## src/logic/ppcd_regs.svh

```systemverilog
// Function
// - Entry is function word plus data word.
// - Speed selector picks one of sixteen presets.
// - Delay selector bits 23:20 set delay.
// - Type 7 jumps to procedure 0..63.
// - Jump honours only insert bit 4.
// - Type 8 writes the target parameter.
// - Bit 6 also commits write to EEPROM.
// - Bit 5 auto-advances after the write.
// - Target group bits 19:16, BCD number 15:8.
// - Bit 26 picks constant or parameter source.
// - Source group/index low, upper bits zero.
// - Alarms 63, 61, 62 for bad source.
// - Write alarm suppresses automatic advance.
// - Type A index move, 0..4194304 pulses.
// - Bits 7:6 pick forward, reverse, shortest.
// - Overlap passed on; delay should be zero.
// - Accel and decel selectors pick presets.
// - Bit 24 selects 0.01 rpm speed unit.
// - Extra bit 26 auto-advances after index.
`ifndef PPCD_REGS_SVH
`define PPCD_REGS_SVH

// Register indices on the three-bit address port.
`define PPCD_A_FUNC      3'h0
`define PPCD_A_DATA      3'h1
`define PPCD_A_CTRL      3'h2
`define PPCD_A_STAT      3'h3
`define PPCD_CTRL_START  0
`define PPCD_CTRL_CLR    1
`define PPCD_WORD_RST    32'h0000_0000

// Function word fields.
`define PPCD_F_TYPE      3:0
`define PPCD_F_ACCEL     11:8
`define PPCD_F_DECEL     15:12
`define PPCD_F_SPEED     19:16
`define PPCD_F_DELAY     23:20
`define PPCD_F_DIR       7:6
`define PPCD_F_TGRP      19:16
`define PPCD_F_TNUM      15:8
`define PPCD_B_INSERT    4
`define PPCD_B_OVERLAP   5
`define PPCD_B_AUTO      5
`define PPCD_B_ROM       6
`define PPCD_B_SRC       26
`define PPCD_B_FINE      24
`define PPCD_B_IAUTO     26

// Data word fields.
`define PPCD_F_JHIGH     31:6
`define PPCD_F_JNUM      5:0
`define PPCD_F_RSVD      31:12
`define PPCD_F_SGRP      11:8
`define PPCD_F_SIDX      7:0
`define PPCD_F_COORD     22:0

// Command types and limits.
`define PPCD_T_JUMP      4'h7
`define PPCD_T_WRITE     4'h8
`define PPCD_T_INDEX     4'ha
`define PPCD_INDEX_MAX   32'h0040_0000
`define PPCD_GRP_MIN     4'h1
`define PPCD_GRP_MAX     4'h6
`define PPCD_BCD_MAX     4'h9
`define PPCD_DIR_FWD     2'b00
`define PPCD_DIR_REV     2'b01
`define PPCD_DIR_SHORT   2'b10

// Alarm codes.
`define PPCD_AL_GRP      8'h3d
`define PPCD_AL_IDX      8'h3e
`define PPCD_AL_RSVD     8'h3f
`define PPCD_AL_STORE    8'h40
`define PPCD_AL_NONE     8'h00

// Delay presets count milliseconds.
`define PPCD_MS_NS       1000000
`define PPCD_CLK_NS      50

`endif

```

## src/logic/ppcd_pkg.sv

```systemverilog
package ppcd_pkg;

  typedef enum logic [2:0] {
    S_IDLE  = 3'b000,
    S_DELAY = 3'b001,
    S_SRC   = 3'b010,
    S_WR    = 3'b011,
    S_MOVE  = 3'b100
  } state_t;

  typedef logic [31:0] word_t;
  typedef logic [3:0]  sel_t;
  typedef logic [7:0]  alarm_t;

endpackage : ppcd_pkg

```

## src/logic/procedure_path_command_decoder.sv

```systemverilog
`timescale 1ns/10ps
`include "ppcd_regs.svh"

module procedure_path_command_decoder #(
  parameter int unsigned CYCLES_PER_MS = `PPCD_MS_NS / `PPCD_CLK_NS
) (
  // Clock and reset.
  input  wire logic            i_clk,
  input  wire logic            i_rst,
  // Register port.
  input  wire logic [2:0]      i_addr,
  input  wire ppcd_pkg::word_t i_wdata,
  input  wire logic            i_wr,
  input  wire logic            i_rd,
  output ppcd_pkg::word_t      o_rdata,
  // Preset selectors toward the parameter store.
  output ppcd_pkg::sel_t       o_speed_preset_select,
  output ppcd_pkg::sel_t       o_delay_preset_select,
  output ppcd_pkg::sel_t       o_accel_preset_select,
  output ppcd_pkg::sel_t       o_decel_preset_select,
  input  wire logic [15:0]     i_delay_ms,
  // Source parameter read.
  output logic                 o_src_req,
  output logic [3:0]           o_src_grp,
  output logic [7:0]           o_src_idx,
  input  wire logic            i_src_valid,
  input  wire ppcd_pkg::word_t i_src_data,
  // Parameter write.
  output logic                 o_wr_req,
  output logic [3:0]           o_wr_grp,
  output logic [7:0]           o_wr_num,
  output ppcd_pkg::word_t      o_wr_data,
  output logic                 o_wr_eeprom,
  input  wire logic            i_wr_done,
  input  wire logic            i_wr_fail,
  // Jump.
  output logic                 o_jump,
  output logic [5:0]           o_jump_target,
  output logic                 o_jump_insert,
  // Index move.
  input  wire logic [22:0]     i_present_pos,
  input  wire logic [22:0]     i_index_span,
  input  wire logic            i_motion_done,
  output logic                 o_index,
  output logic [22:0]          o_index_coord,
  output logic                 o_index_reverse,
  output logic                 o_index_overlap,
  output logic                 o_index_insert,
  output logic                 o_speed_fine,
  // Sequencing and alarms.
  output logic                 o_auto_next,
  output logic                 o_invalid,
  output logic                 o_busy,
  output ppcd_pkg::alarm_t     o_alarm_code
);

  import ppcd_pkg::*;

  localparam logic [14:0] MS_LAST = 15'(CYCLES_PER_MS - 1);

  // ==========================================================================
  // Entry registers and decode
  // ==========================================================================
  word_t       func;
  word_t       data;
  state_t      state;
  state_t      next_state;
  logic [14:0] ms_cnt;
  logic [15:0] delay_left;
  logic        invalid_seen;

  wire [3:0] cmd_type  = func[`PPCD_F_TYPE];
  wire       is_jump   = cmd_type == `PPCD_T_JUMP;
  wire       is_write  = cmd_type == `PPCD_T_WRITE;
  wire       is_index  = cmd_type == `PPCD_T_INDEX;
  wire       jump_ok   = data[`PPCD_F_JHIGH] == 26'h0;
  wire       index_ok  = data <= `PPCD_INDEX_MAX;
  wire       type_ok   = (is_jump & jump_ok) | is_write |
                         (is_index & index_ok);

  // Out-of-range jump and index data are refused at start, so nothing
  // downstream ever sees a target that cannot exist.
  wire       wr_start  = i_wr & (i_addr == `PPCD_A_CTRL);
  wire       start     = wr_start & i_wdata[`PPCD_CTRL_START] &
                         (state == S_IDLE);
  wire       clr       = wr_start & i_wdata[`PPCD_CTRL_CLR];
  wire       entry_wr  = i_wr & (state == S_IDLE);

  // Decimal digit checks for target number and source index.
  wire [7:0] tnum = func[`PPCD_F_TNUM];
  wire [7:0] sidx = data[`PPCD_F_SIDX];
  wire [1:0] tdig_ok;
  wire [1:0] sdig_ok;

  genvar g;
  generate
    for (g = 0; g < 2; g++) begin : g_bcd
      assign tdig_ok[g] = tnum[4*g +: 4] <= `PPCD_BCD_MAX;
      assign sdig_ok[g] = sidx[4*g +: 4] <= `PPCD_BCD_MAX;
    end
  endgenerate

  wire [3:0] tgrp   = func[`PPCD_F_TGRP];
  wire [3:0] sgrp   = data[`PPCD_F_SGRP];
  wire       tgrp_ok = (tgrp >= `PPCD_GRP_MIN) & (tgrp <= `PPCD_GRP_MAX);
  wire       sgrp_ok = (sgrp >= `PPCD_GRP_MIN) & (sgrp <= `PPCD_GRP_MAX);
  wire       from_par = func[`PPCD_B_SRC];
  wire       rsvd_bad = from_par & (data[`PPCD_F_RSVD] != 20'h0);

  // The reserved check outranks the range checks, so a garbage word
  // reports the most telling cause first.
  wire       grp_bad  = ~tgrp_ok | (from_par & ~sgrp_ok);
  wire       idx_bad  = ~(&tdig_ok) | (from_par & ~(&sdig_ok));
  alarm_t    wr_alarm;
  assign     wr_alarm = rsvd_bad ? `PPCD_AL_RSVD :
                        grp_bad  ? `PPCD_AL_GRP  :
                        idx_bad  ? `PPCD_AL_IDX  : `PPCD_AL_NONE;
  wire       wr_bad   = wr_alarm != `PPCD_AL_NONE;

  // ==========================================================================
  // Shortest-way direction
  // ==========================================================================
  // The span is the coordinate length of one turn; it must exceed both
  // positions or the comparison is meaningless.
  wire [22:0] coord   = data[`PPCD_F_COORD];
  wire        ahead   = coord >= i_present_pos;
  wire [23:0] fwd_raw = ahead ? {1'b0, coord} - {1'b0, i_present_pos} :
                        {1'b0, coord} + {1'b0, i_index_span} -
                        {1'b0, i_present_pos};
  wire        short_rev = {fwd_raw, 1'b0} > {2'b00, i_index_span};
  wire [1:0]  dir_sel = func[`PPCD_F_DIR];
  wire        go_rev  = (dir_sel == `PPCD_DIR_REV) |
                        ((dir_sel == `PPCD_DIR_SHORT) & short_rev);

  // ==========================================================================
  // Sequencer
  // ==========================================================================
  wire delay_over = (delay_left == 16'h0);
  wire ms_tick  = (ms_cnt == MS_LAST);

  always_comb begin
    next_state = state;
    case (state)
      S_IDLE: begin
        if (start & type_ok) begin
          next_state = S_DELAY;
        end
      end
      S_DELAY: begin
        if (delay_over) begin
          if (is_index) begin
            next_state = S_MOVE;
          end else if (is_write & ~wr_bad) begin
            next_state = from_par ? S_SRC : S_WR;
          end else begin
            next_state = S_IDLE;
          end
        end
      end
      S_SRC: begin
        if (i_src_valid) begin
          next_state = S_WR;
        end
      end
      S_WR: begin
        if (i_wr_done) begin
          next_state = S_IDLE;
        end
      end
      S_MOVE: begin
        if (i_motion_done) begin
          next_state = S_IDLE;
        end
      end
      default: begin
        next_state = S_IDLE;
      end
    endcase
  end

  wire leave_delay = (state == S_DELAY) & delay_over;
  wire issue_wr  = (leave_delay & is_write & ~wr_bad & ~from_par) |
                   ((state == S_SRC) & i_src_valid);
  wire wr_end    = (state == S_WR) & i_wr_done;
  wire move_end  = (state == S_MOVE) & i_motion_done;

  always_ff @(posedge i_clk) begin
    if (i_rst) begin
      state <= S_IDLE;
    end else begin
      state <= next_state;
    end
  end

  // Delay preset counts whole milliseconds.
  always_ff @(posedge i_clk) begin
    if (i_rst) begin
      ms_cnt     <= 15'h0;
      delay_left <= 16'h0;
    end else if (start) begin
      ms_cnt     <= 15'h0;
      delay_left <= i_delay_ms;
    end else if ((state == S_DELAY) & ~delay_over) begin
      ms_cnt     <= ms_tick ? 15'h0 : ms_cnt + 15'h1;
      delay_left <= ms_tick ? delay_left - 16'h1 : delay_left;
    end
  end

  // ==========================================================================
  // Entry words, register port
  // ==========================================================================
  // Entry words are frozen while a command runs so the decode stays
  // stable for the whole sequence.
  always_ff @(posedge i_clk) begin
    if (i_rst) begin
      func <= `PPCD_WORD_RST;
      data <= `PPCD_WORD_RST;
    end else if (entry_wr & (i_addr == `PPCD_A_FUNC)) begin
      func <= i_wdata;
    end else if (entry_wr & (i_addr == `PPCD_A_DATA)) begin
      data <= i_wdata;
    end
  end

  // Read data fall back to zero outside a reply, so a late sample of the
  // port never shows stale register contents.
  word_t stat_word;
  word_t rd_mux;
  assign stat_word = {16'h0, o_alarm_code, 6'h0, invalid_seen, o_busy};
  assign rd_mux = (i_addr == `PPCD_A_FUNC) ? func :
                  (i_addr == `PPCD_A_DATA) ? data :
                  (i_addr == `PPCD_A_STAT) ? stat_word : `PPCD_WORD_RST;

  always_ff @(posedge i_clk) begin
    if (i_rst) begin
      o_rdata <= `PPCD_WORD_RST;
    end else begin
      o_rdata <= i_rd ? rd_mux : `PPCD_WORD_RST;
    end
  end

  // ==========================================================================
  // Alarm and status
  // ==========================================================================
  wire set_alarm = leave_delay & is_write & wr_bad;
  wire set_store = wr_end & i_wr_fail;
  wire set_inv   = start & ~type_ok;

  // A new alarm or invalid event beats a clear in the same cycle.
  always_ff @(posedge i_clk) begin
    if (i_rst) begin
      o_alarm_code <= `PPCD_AL_NONE;
      invalid_seen <= 1'b0;
      o_busy       <= 1'b0;
    end else begin
      o_busy <= next_state != S_IDLE;
      if (set_alarm) begin
        o_alarm_code <= wr_alarm;
      end else if (set_store) begin
        o_alarm_code <= `PPCD_AL_STORE;
      end else if (clr) begin
        o_alarm_code <= `PPCD_AL_NONE;
      end
      if (set_inv) begin
        invalid_seen <= 1'b1;
      end else if (clr) begin
        invalid_seen <= 1'b0;
      end
    end
  end

  // ==========================================================================
  // Command outputs
  // ==========================================================================
  assign o_speed_preset_select = func[`PPCD_F_SPEED];
  assign o_delay_preset_select = func[`PPCD_F_DELAY];
  assign o_accel_preset_select = func[`PPCD_F_ACCEL];
  assign o_decel_preset_select = func[`PPCD_F_DECEL];

  wire auto_wr  = wr_end & ~i_wr_fail & func[`PPCD_B_AUTO];
  wire auto_idx = move_end & func[`PPCD_B_IAUTO];

  always_ff @(posedge i_clk) begin
    if (i_rst) begin
      o_src_req   <= 1'b0;
      o_src_grp   <= 4'h0;
      o_src_idx   <= 8'h0;
      o_wr_req    <= 1'b0;
      o_wr_grp    <= 4'h0;
      o_wr_num    <= 8'h0;
      o_wr_data   <= `PPCD_WORD_RST;
      o_wr_eeprom <= 1'b0;
    end else begin
      o_src_req <= leave_delay & is_write & ~wr_bad & from_par;
      o_wr_req  <= issue_wr;
      if (leave_delay & is_write) begin
        o_src_grp   <= sgrp;
        o_src_idx   <= sidx;
        o_wr_grp    <= tgrp;
        o_wr_num    <= tnum;
        o_wr_eeprom <= func[`PPCD_B_ROM];
      end
      if (issue_wr) begin
        o_wr_data <= from_par ? i_src_data : data;
      end
    end
  end

  always_ff @(posedge i_clk) begin
    if (i_rst) begin
      o_jump          <= 1'b0;
      o_jump_target   <= 6'h0;
      o_jump_insert   <= 1'b0;
      o_index         <= 1'b0;
      o_index_coord   <= 23'h0;
      o_index_reverse <= 1'b0;
      o_index_overlap <= 1'b0;
      o_index_insert  <= 1'b0;
      o_speed_fine    <= 1'b0;
      o_auto_next     <= 1'b0;
      o_invalid       <= 1'b0;
    end else begin
      o_jump      <= leave_delay & is_jump;
      o_index     <= leave_delay & is_index;
      o_auto_next <= auto_wr | auto_idx;
      o_invalid   <= set_inv;
      if (leave_delay & is_jump) begin
        o_jump_target <= data[`PPCD_F_JNUM];
        o_jump_insert <= func[`PPCD_B_INSERT];
      end
      if (leave_delay & is_index) begin
        o_index_coord   <= coord;
        o_index_reverse <= go_rev;
        o_index_overlap <= func[`PPCD_B_OVERLAP];
        o_index_insert  <= func[`PPCD_B_INSERT];
        o_speed_fine    <= func[`PPCD_B_FINE];
      end
    end
  end

endmodule : procedure_path_command_decoder

```

## config.mk

```make
export PLATFORM = sky130hd
export DESIGN_NAME = procedure_path_command_decoder
export DESIGN_NICKNAME = d
export VERILOG_FILES = /design/src/logic/ppcd_pkg.sv /design/src/logic/procedure_path_command_decoder.sv
export VERILOG_INCLUDE_DIRS = /design/src /design/src/logic
export SDC_FILE = /design/constraint.sdc
export NUM_CORES = 1
export LEC_CHECK = 0
export BUFFER_PORTS_ARGS = -buffer_cell sky130_fd_sc_hd__clkbuf_2
export CORE_MARGIN = 2
export CORE_UTILIZATION = 45
export DETAILED_ROUTE_END_ITERATION = 16
export PLACE_DENSITY = 0.74
export RECOVER_POWER = 50
export SLEW_MARGIN = 10
export SYNTH_ARGS = -nofsm -noshare
export SYNTH_HDL_FRONTEND = slang
export SYNTH_SLANG_ARGS = --single-unit
```

## constraint.sdc

```tcl
create_clock -name i_clk -period 7 [get_ports i_clk]
set_input_delay 1.05 -clock i_clk [delete_from_list [all_inputs] [get_ports i_clk]]
set_output_delay 1.05 -clock i_clk [all_outputs]
set_load 0.01 [all_outputs]
```

; Word level (Yosys, flattened, before mapping)
; Cells that the tools add are included.
[classes]
add_sub_neg = 5
n_eq_ne = 13
bitwise = 52
magnitude_cmp = 11
n_reduce_logical = 17
mux = 26
[op_table]
columns = operator, n
row1 = two-way mux 32 bit, 3
row2 = two-way mux 16 bit, 4
row3 = bitwise AND 1 bit, 34
row4 = "<= comparator 32 x 23 -> 1 bit, second input constant", 1
row5 = zero test 26 bit, 1
row6 = > comparator 25 x 23 -> 1 bit, 1
row7 = adder 23 x 23 -> 24 bit, 1
row8 = two-way mux 24 bit, 1
row9 = two-way mux 8 bit, 3
row10 = subtractor 23 x 23 -> 24 bit, 1
row11 = subtractor 24 x 23 -> 24 bit, 1
row12 = greater-or-equal comparator 23 bit, 1
row13 = nonzero test 20 bit, 1
row14 = two-way mux 3 bit, 6
row15 = two-way mux 6 bit, 3
row16 = "<= comparator 4 bit, second input constant", 4
row17 = zero test 16 bit, 1
row18 = "subtractor 16 x 1 -> 16 bit, second input constant", 1
row19 = "adder 15 x 1 -> 15 bit, second input constant", 1
row20 = "equality test 15 bit, second input constant", 1
row21 = two-way mux 15 bit, 1
row22 = case mux 3 bit (5 select lines), 1
row23 = "equality test 3 x 2 -> 1 bit, second input constant", 4
row24 = NOT 1 bit, 11
row25 = 17 further kinds, 37
[totals]
inputBits = 137
output_inout_bits = 154
register_bits = 237
elab_cells = 152

; Longest topological paths before layout
[depth]
depth_word = 16
depth_mapped = 24
depth_no_buf = 24

; Worst setup path after synthesis
; Ideal clock, no wire load.
[synth_path]
path_type = input to register
startpoint = in i_index_span[3]
endpoint = reg o_index_reverse
cell_stages = 22
t_required_ns = 6.878
t_arrival_ns = 5.155
setup_time_ns = 0.122
n_path_buf = 0
setup_slack_ns = 1.724
path_cell_list = inv_1 fa_1 inv_1 ha_1 o21ai_0 a21oi_1 o21ai_0 a31oi_1 a2111oi_0 o31a_1 xnor2_1 nor2_1 a21oi_1 ha_1 nand4_1 nor2_1 a2111oi_0 o211ai_1 o31ai_1 o2111ai_1 nor3_1 a21oi_1
[synth_between]
elab_chain_cells = 6
[synth_rtl]
columns = element, line_no
row1 = from (decl), procedure_path_command_decoder.sv:42  ; input wire logic [22:0] i_index_span,
row2 = adder 23 x 23 -> 24 bit, procedure_path_command_decoder.sv:128  ; {1'b0, coord} + {1'b0, i_index_span} -
row3 = subtractor 24 x 23 -> 24 bit, procedure_path_command_decoder.sv:128
row4 = two-way mux 24 bit, procedure_path_command_decoder.sv:127  ; wire [23:0] fwd_raw = ahead ? {1'b0, coord} - {1'b0, i_present_pos} :
row5 = > comparator 25 x 23 -> 1 bit *, procedure_path_command_decoder.sv:130  ; wire short_rev = {fwd_raw, 1'b0} > {2'b00, i_index_span};
row6 = bitwise AND 1 bit *, procedure_path_command_decoder.sv:133  ; ((dir_sel == `PPCD_DIR_SHORT) & short_rev);
row7 = bitwise OR 1 bit *, procedure_path_command_decoder.sv:132  ; wire go_rev = (dir_sel == `PPCD_DIR_REV) |
row8 = to (signal assigned), procedure_path_command_decoder.sv:333  ; o_index_reverse <= go_rev;
row9 = to (decl), procedure_path_command_decoder.sv:46  ; output logic o_index_reverse,
; Mark *: on every way between the ends. The rest lies on a longest branch, timed or not.
; A chain may end at the register's enable or synchronous reset.

; Final worst setup path
[layout_path]
startpoint = reg data[0]
endpoint = reg o_index_reverse
[layout_between]
elab_chain_cells = 6
word_cells_on_any_way = 8
cone_classes = add/sub (3) / order compare (2) / mux (1) / bitwise (2)
[layout_rtl]
columns = element, line_no
row1 = from (decl), procedure_path_command_decoder.sv:65  ; word_t data;
row2 = from (signal assigned), procedure_path_command_decoder.sv:217  ; data <= `PPCD_WORD_RST;
row3 = from (signal assigned), procedure_path_command_decoder.sv:221  ; data <= i_wdata;
row4 = adder 23 x 23 -> 24 bit, procedure_path_command_decoder.sv:128
row5 = subtractor 24 x 23 -> 24 bit, procedure_path_command_decoder.sv:128
row6 = two-way mux 24 bit *, procedure_path_command_decoder.sv:127
row7 = > comparator 25 x 23 -> 1 bit *, procedure_path_command_decoder.sv:130
row8 = bitwise AND 1 bit *, procedure_path_command_decoder.sv:133
row9 = bitwise OR 1 bit *, procedure_path_command_decoder.sv:132
; Marks and branches as above.

==> flow_metrics.py <==
metrics = {
    "setup_path": {
        "cp_data_arrival_time_ns": 6.09,
        "cp-end-kind": "flop",
        "worst-setup-path-type": "reg2reg",
        "required_ns": 7.46,
        "crit_fanout": 5,
        "slowest_stage": "dfxtp_1",
        "setup.worst_path.start_class": "flop",
        "slowest_delay_ns": 0.52,
    },
    "logic_synthesis": {
        "synth_nets": 1893,
        "synth_ff_type": "dfxtp_1",
        "synth-async-reset-ratio": 0,
        "synth-seq-area-share": 0.360,
        "ys_warn_count": 0,
        "synthTopCellsByCount": "nand2_1, dfxtp_1, a21oi_1, nor2_1, inv_1",
        "synth.area.top_cells": "dfxtp_1, nand2_1, a21oi_1",
        "yosys.area.top_type": "dfxtp_1",
        "yosysTopAreaCellShare": 0.360,
        "yosysUniqueCellTypes": 65,
        "synth.avg_cell_area_sq_um": 7.79,
        "synth.most_common_cell": "nand2_1",
        "synth_area_sq_um": 13000,
        "synth-edff-count": 0,
        "postSynthCellCount": 1662,
        "ys_ff_latch": 233,
    },
    "clock_tree": {
        "cts_resized": 0,
        "cts_tree": "built",
        "clkLatencyLatePin_ns": 0.55,
        "clkSlewWorstSetupHoldPaths_ns": 0.06,
        "cts_root_buf": "clkbuf_16",
        "cts_hold_buf": 0,
        "htreeDepth": 1,
        "cts_made_buffers": 26,
        "postCtsSetupRepairBufs": 0,
        "cts.sinks": 233,
        "cts_buffer_depth": 3,
    },
    "floorplan": {
        "core_sq_um": 28500,
        "die_area_sq_um": 30200,
        "die_height_microns": 174,
        "start_util": 0.454,
        "rows": 62,
        "ios": 291,
        "die_w_microns": 174,
    },
    "final_layout": {
        "postLayoutCellArea_sq_um": 15200,
        "area_growth_pct": 17.5,
        "drive_gt1_frac": 0.111,
        "nets": 2128,
        "stdcell_count": 2302,
    },
    "route": {
        "wirelength_microns": 44400,
        "via_per_inst": 5.52,
        "drtAntennaViolNets": 0,
        "drc": 0,
        "via_count": 12700,
        "drtIter0Drc": 1057,
        "dr.pass1.iters": 8,
        "wl_per_cell_microns": 19.3,
    },
    "timing": {
        "finalWorstPathRequiredPeriod_ns": 5.63,
        "slew_viol_final": 249,
        "hold_violations": 0,
        "rsz0062_at_grt": "no",
        "finalSetupViolations": 0,
        "tightest_slew_ns": 4.22,
        "tns_ns": 0,
        "max_freq_mhz": 178,
        "fin_skew_ns": 0.0289,
        "fin_crit_sh": 0.804,
        "slew_headroom": -1.81,
    },
    "grt": {
        "grt_usage": 0.288,
        "first_global_vias": 12400,
        "grt-ovfl-total": 0,
        "use_met2": 0.474,
        "grt_start_max_net_pins": 95,
        "use_met1": 0.373,
        "antenna_found_initial": 2,
        "busiest_layer": "met2",
        "grt_first_pass_wirelength_microns": 68700,
        "met3_usage": 0.0647,
    },
    "power_and_ir_drop": {
        "power_frac_comb": 0.164,
        "p_int_uw": 2350,
        "seqPwrFrac": 0.416,
        "p_sw_uw": 908,
        "clockPowerShare": 0.420,
        "sw_frac_of_total": 0.279,
        "vdd_ir_drop_max_mv": 0.179,
        "powerDensity_nw_per_um2": 214,
        "p_leak_uw": 0.00598,
    },
    "place": {
        "dpl.hpwl_microns": 33100,
        "place_inst": 2253,
        "gp_congestion": 0.980,
        "post_dp_cell_area_sq_um": 14600,
        "numPortBuffers": 289,
    },
    "job": {
        "drv_cap": 4,
    },
    "worst_hold_path": {
        "hp-class": "reg2reg",
    },
    "run_status": {
        "status": "complete, but fails checks",
        "violations": "max-capacitance violations, max-slew violations",
    },
}
-- cell families after synthesis --
kind of cell,synth area share
other,0.000289
muxes,0.0286
DFF,0.360
xor gates and xnor gates,0.0412
adders and majority gates,0.105
and+or+nand+nor,0.200
buffers and inverters,0.0765
AOI/OAI and AO/OA,0.189
-- worst paths after layout --
kind	cells past startpoint	startpoint	slack (ns)	end
hold / removal	2	o_wr_grp[0]	0.45	o_wr_grp[0]
setup reg to reg	25	data[0]	1.37	o_index_reverse
hold reg to reg	2	o_wr_grp[0]	0.45	o_wr_grp[0]
setup / recovery	25	data[0]	1.37	o_index_reverse
-- layer usage --
metal / share of wire / vias to the layer above
met1: 0.42 / 5913
met5: 0 / -
met3: 0.090 / 118
met4: 0.041 / 0
li1: - / 6098
met2: 0.45 / 570
-- sequential cells by signal (all words and copies together), names as in the netlist, 3 cells and up --
signal	cells
o_rdata	32
data	32
o_alarm_code	4
o_src_grp	4
o_src_idx	8
ms_cnt	15
o_wr_num	8
state	3
o_jump_target	6
o_index_coord	23
o_wr_grp	4
delay_left	16
o_wr_data	32
func	32
-- placed cells by master (no fill, tap or decap), types with 16 or more instances in the layout --
| cell | n |
|---|---|
| nand2_1 | 299 |
| dfxtp_1 | 232 |
| a21oi_1 | 210 |
| clkbuf_1 | 166 |
| nor2_1 | 150 |
| clkbuf_2 | 135 |
| inv_1 | 129 |
| ha_1 | 70 |
| o21ai_0 | 53 |
| a211oi_1 | 45 |
| xnor2_1 | 37 |
| mux2i_1 | 37 |
| nor3_1 | 32 |
| clkbuf_16 | 26 |
| xor2_1 | 24 |
| a22oi_1 | 24 |
| fa_1 | 24 |
| buf_4 | 21 |
| nand4_1 | 19 |
| or3_1 | 17 |
| nand3_1 | 16 |
-- critical path: cells and delay by family, from the launching register on --
| kind | cells | cell delay, ns |
|---|---|---|
| adder cells (fa/ha/maj) | 4 | 1.23 |
| AND/OR/NAND/NOR | 4 | 0.82 |
| AO/OA/AOI/OAI | 12 | 2.33 |
| buffers and inverters | 4 | 0.54 |
| XOR/XNOR | 1 | 0.13 |
| flip-flops | 1 | 0.52 |
-- power by group through the flow --
stage | Combinational (uW) | Sequential, uW | Clock (uW)
2_1_floorplan | 359 | 1380 | 0
3_3_place_gp | 521 | 1380 | 0
3_5_place_dp | 526 | 1380 | 0
4_1_cts | 530 | 1350 | 1390
5_1_grt | 599 | 1350 | 1430
6_report | 534 | 1350 | 1370
-- area by class of cell --
cell class | count | area [sq um]
tap | 384 | 480
clock inverter | 10 | 125
antenna | 2 | 5.00
clock buffer | 37 | 722
sequential | 233 | 4670
timing repair buffer | 314 | 1430
multi-input combinational | 1193 | 7310
fill | 2858 | 13300
inverter | 129 | 484
-- stage by stage --
| stage | utilization | hold WS, ns | total power (uW) | setup WS (ns) |
|---|---|---|---|---|
| after floorplan | - | 0.437 | 1740 | 1.72 |
| after global placement | 0.511 | 0.437 | 1900 | 1.11 |
| after detailed placement | 0.511 | 0.445 | 1910 | 1.02 |
| after CTS | 0.541 | 0.452 | 3270 | 1.41 |
| after global routing | 0.533 | 0.466 | 3390 | 0.879 |
| final | 0.533 | 0.449 | 3260 | 1.37 |
(Power assumes the default switching activity.)
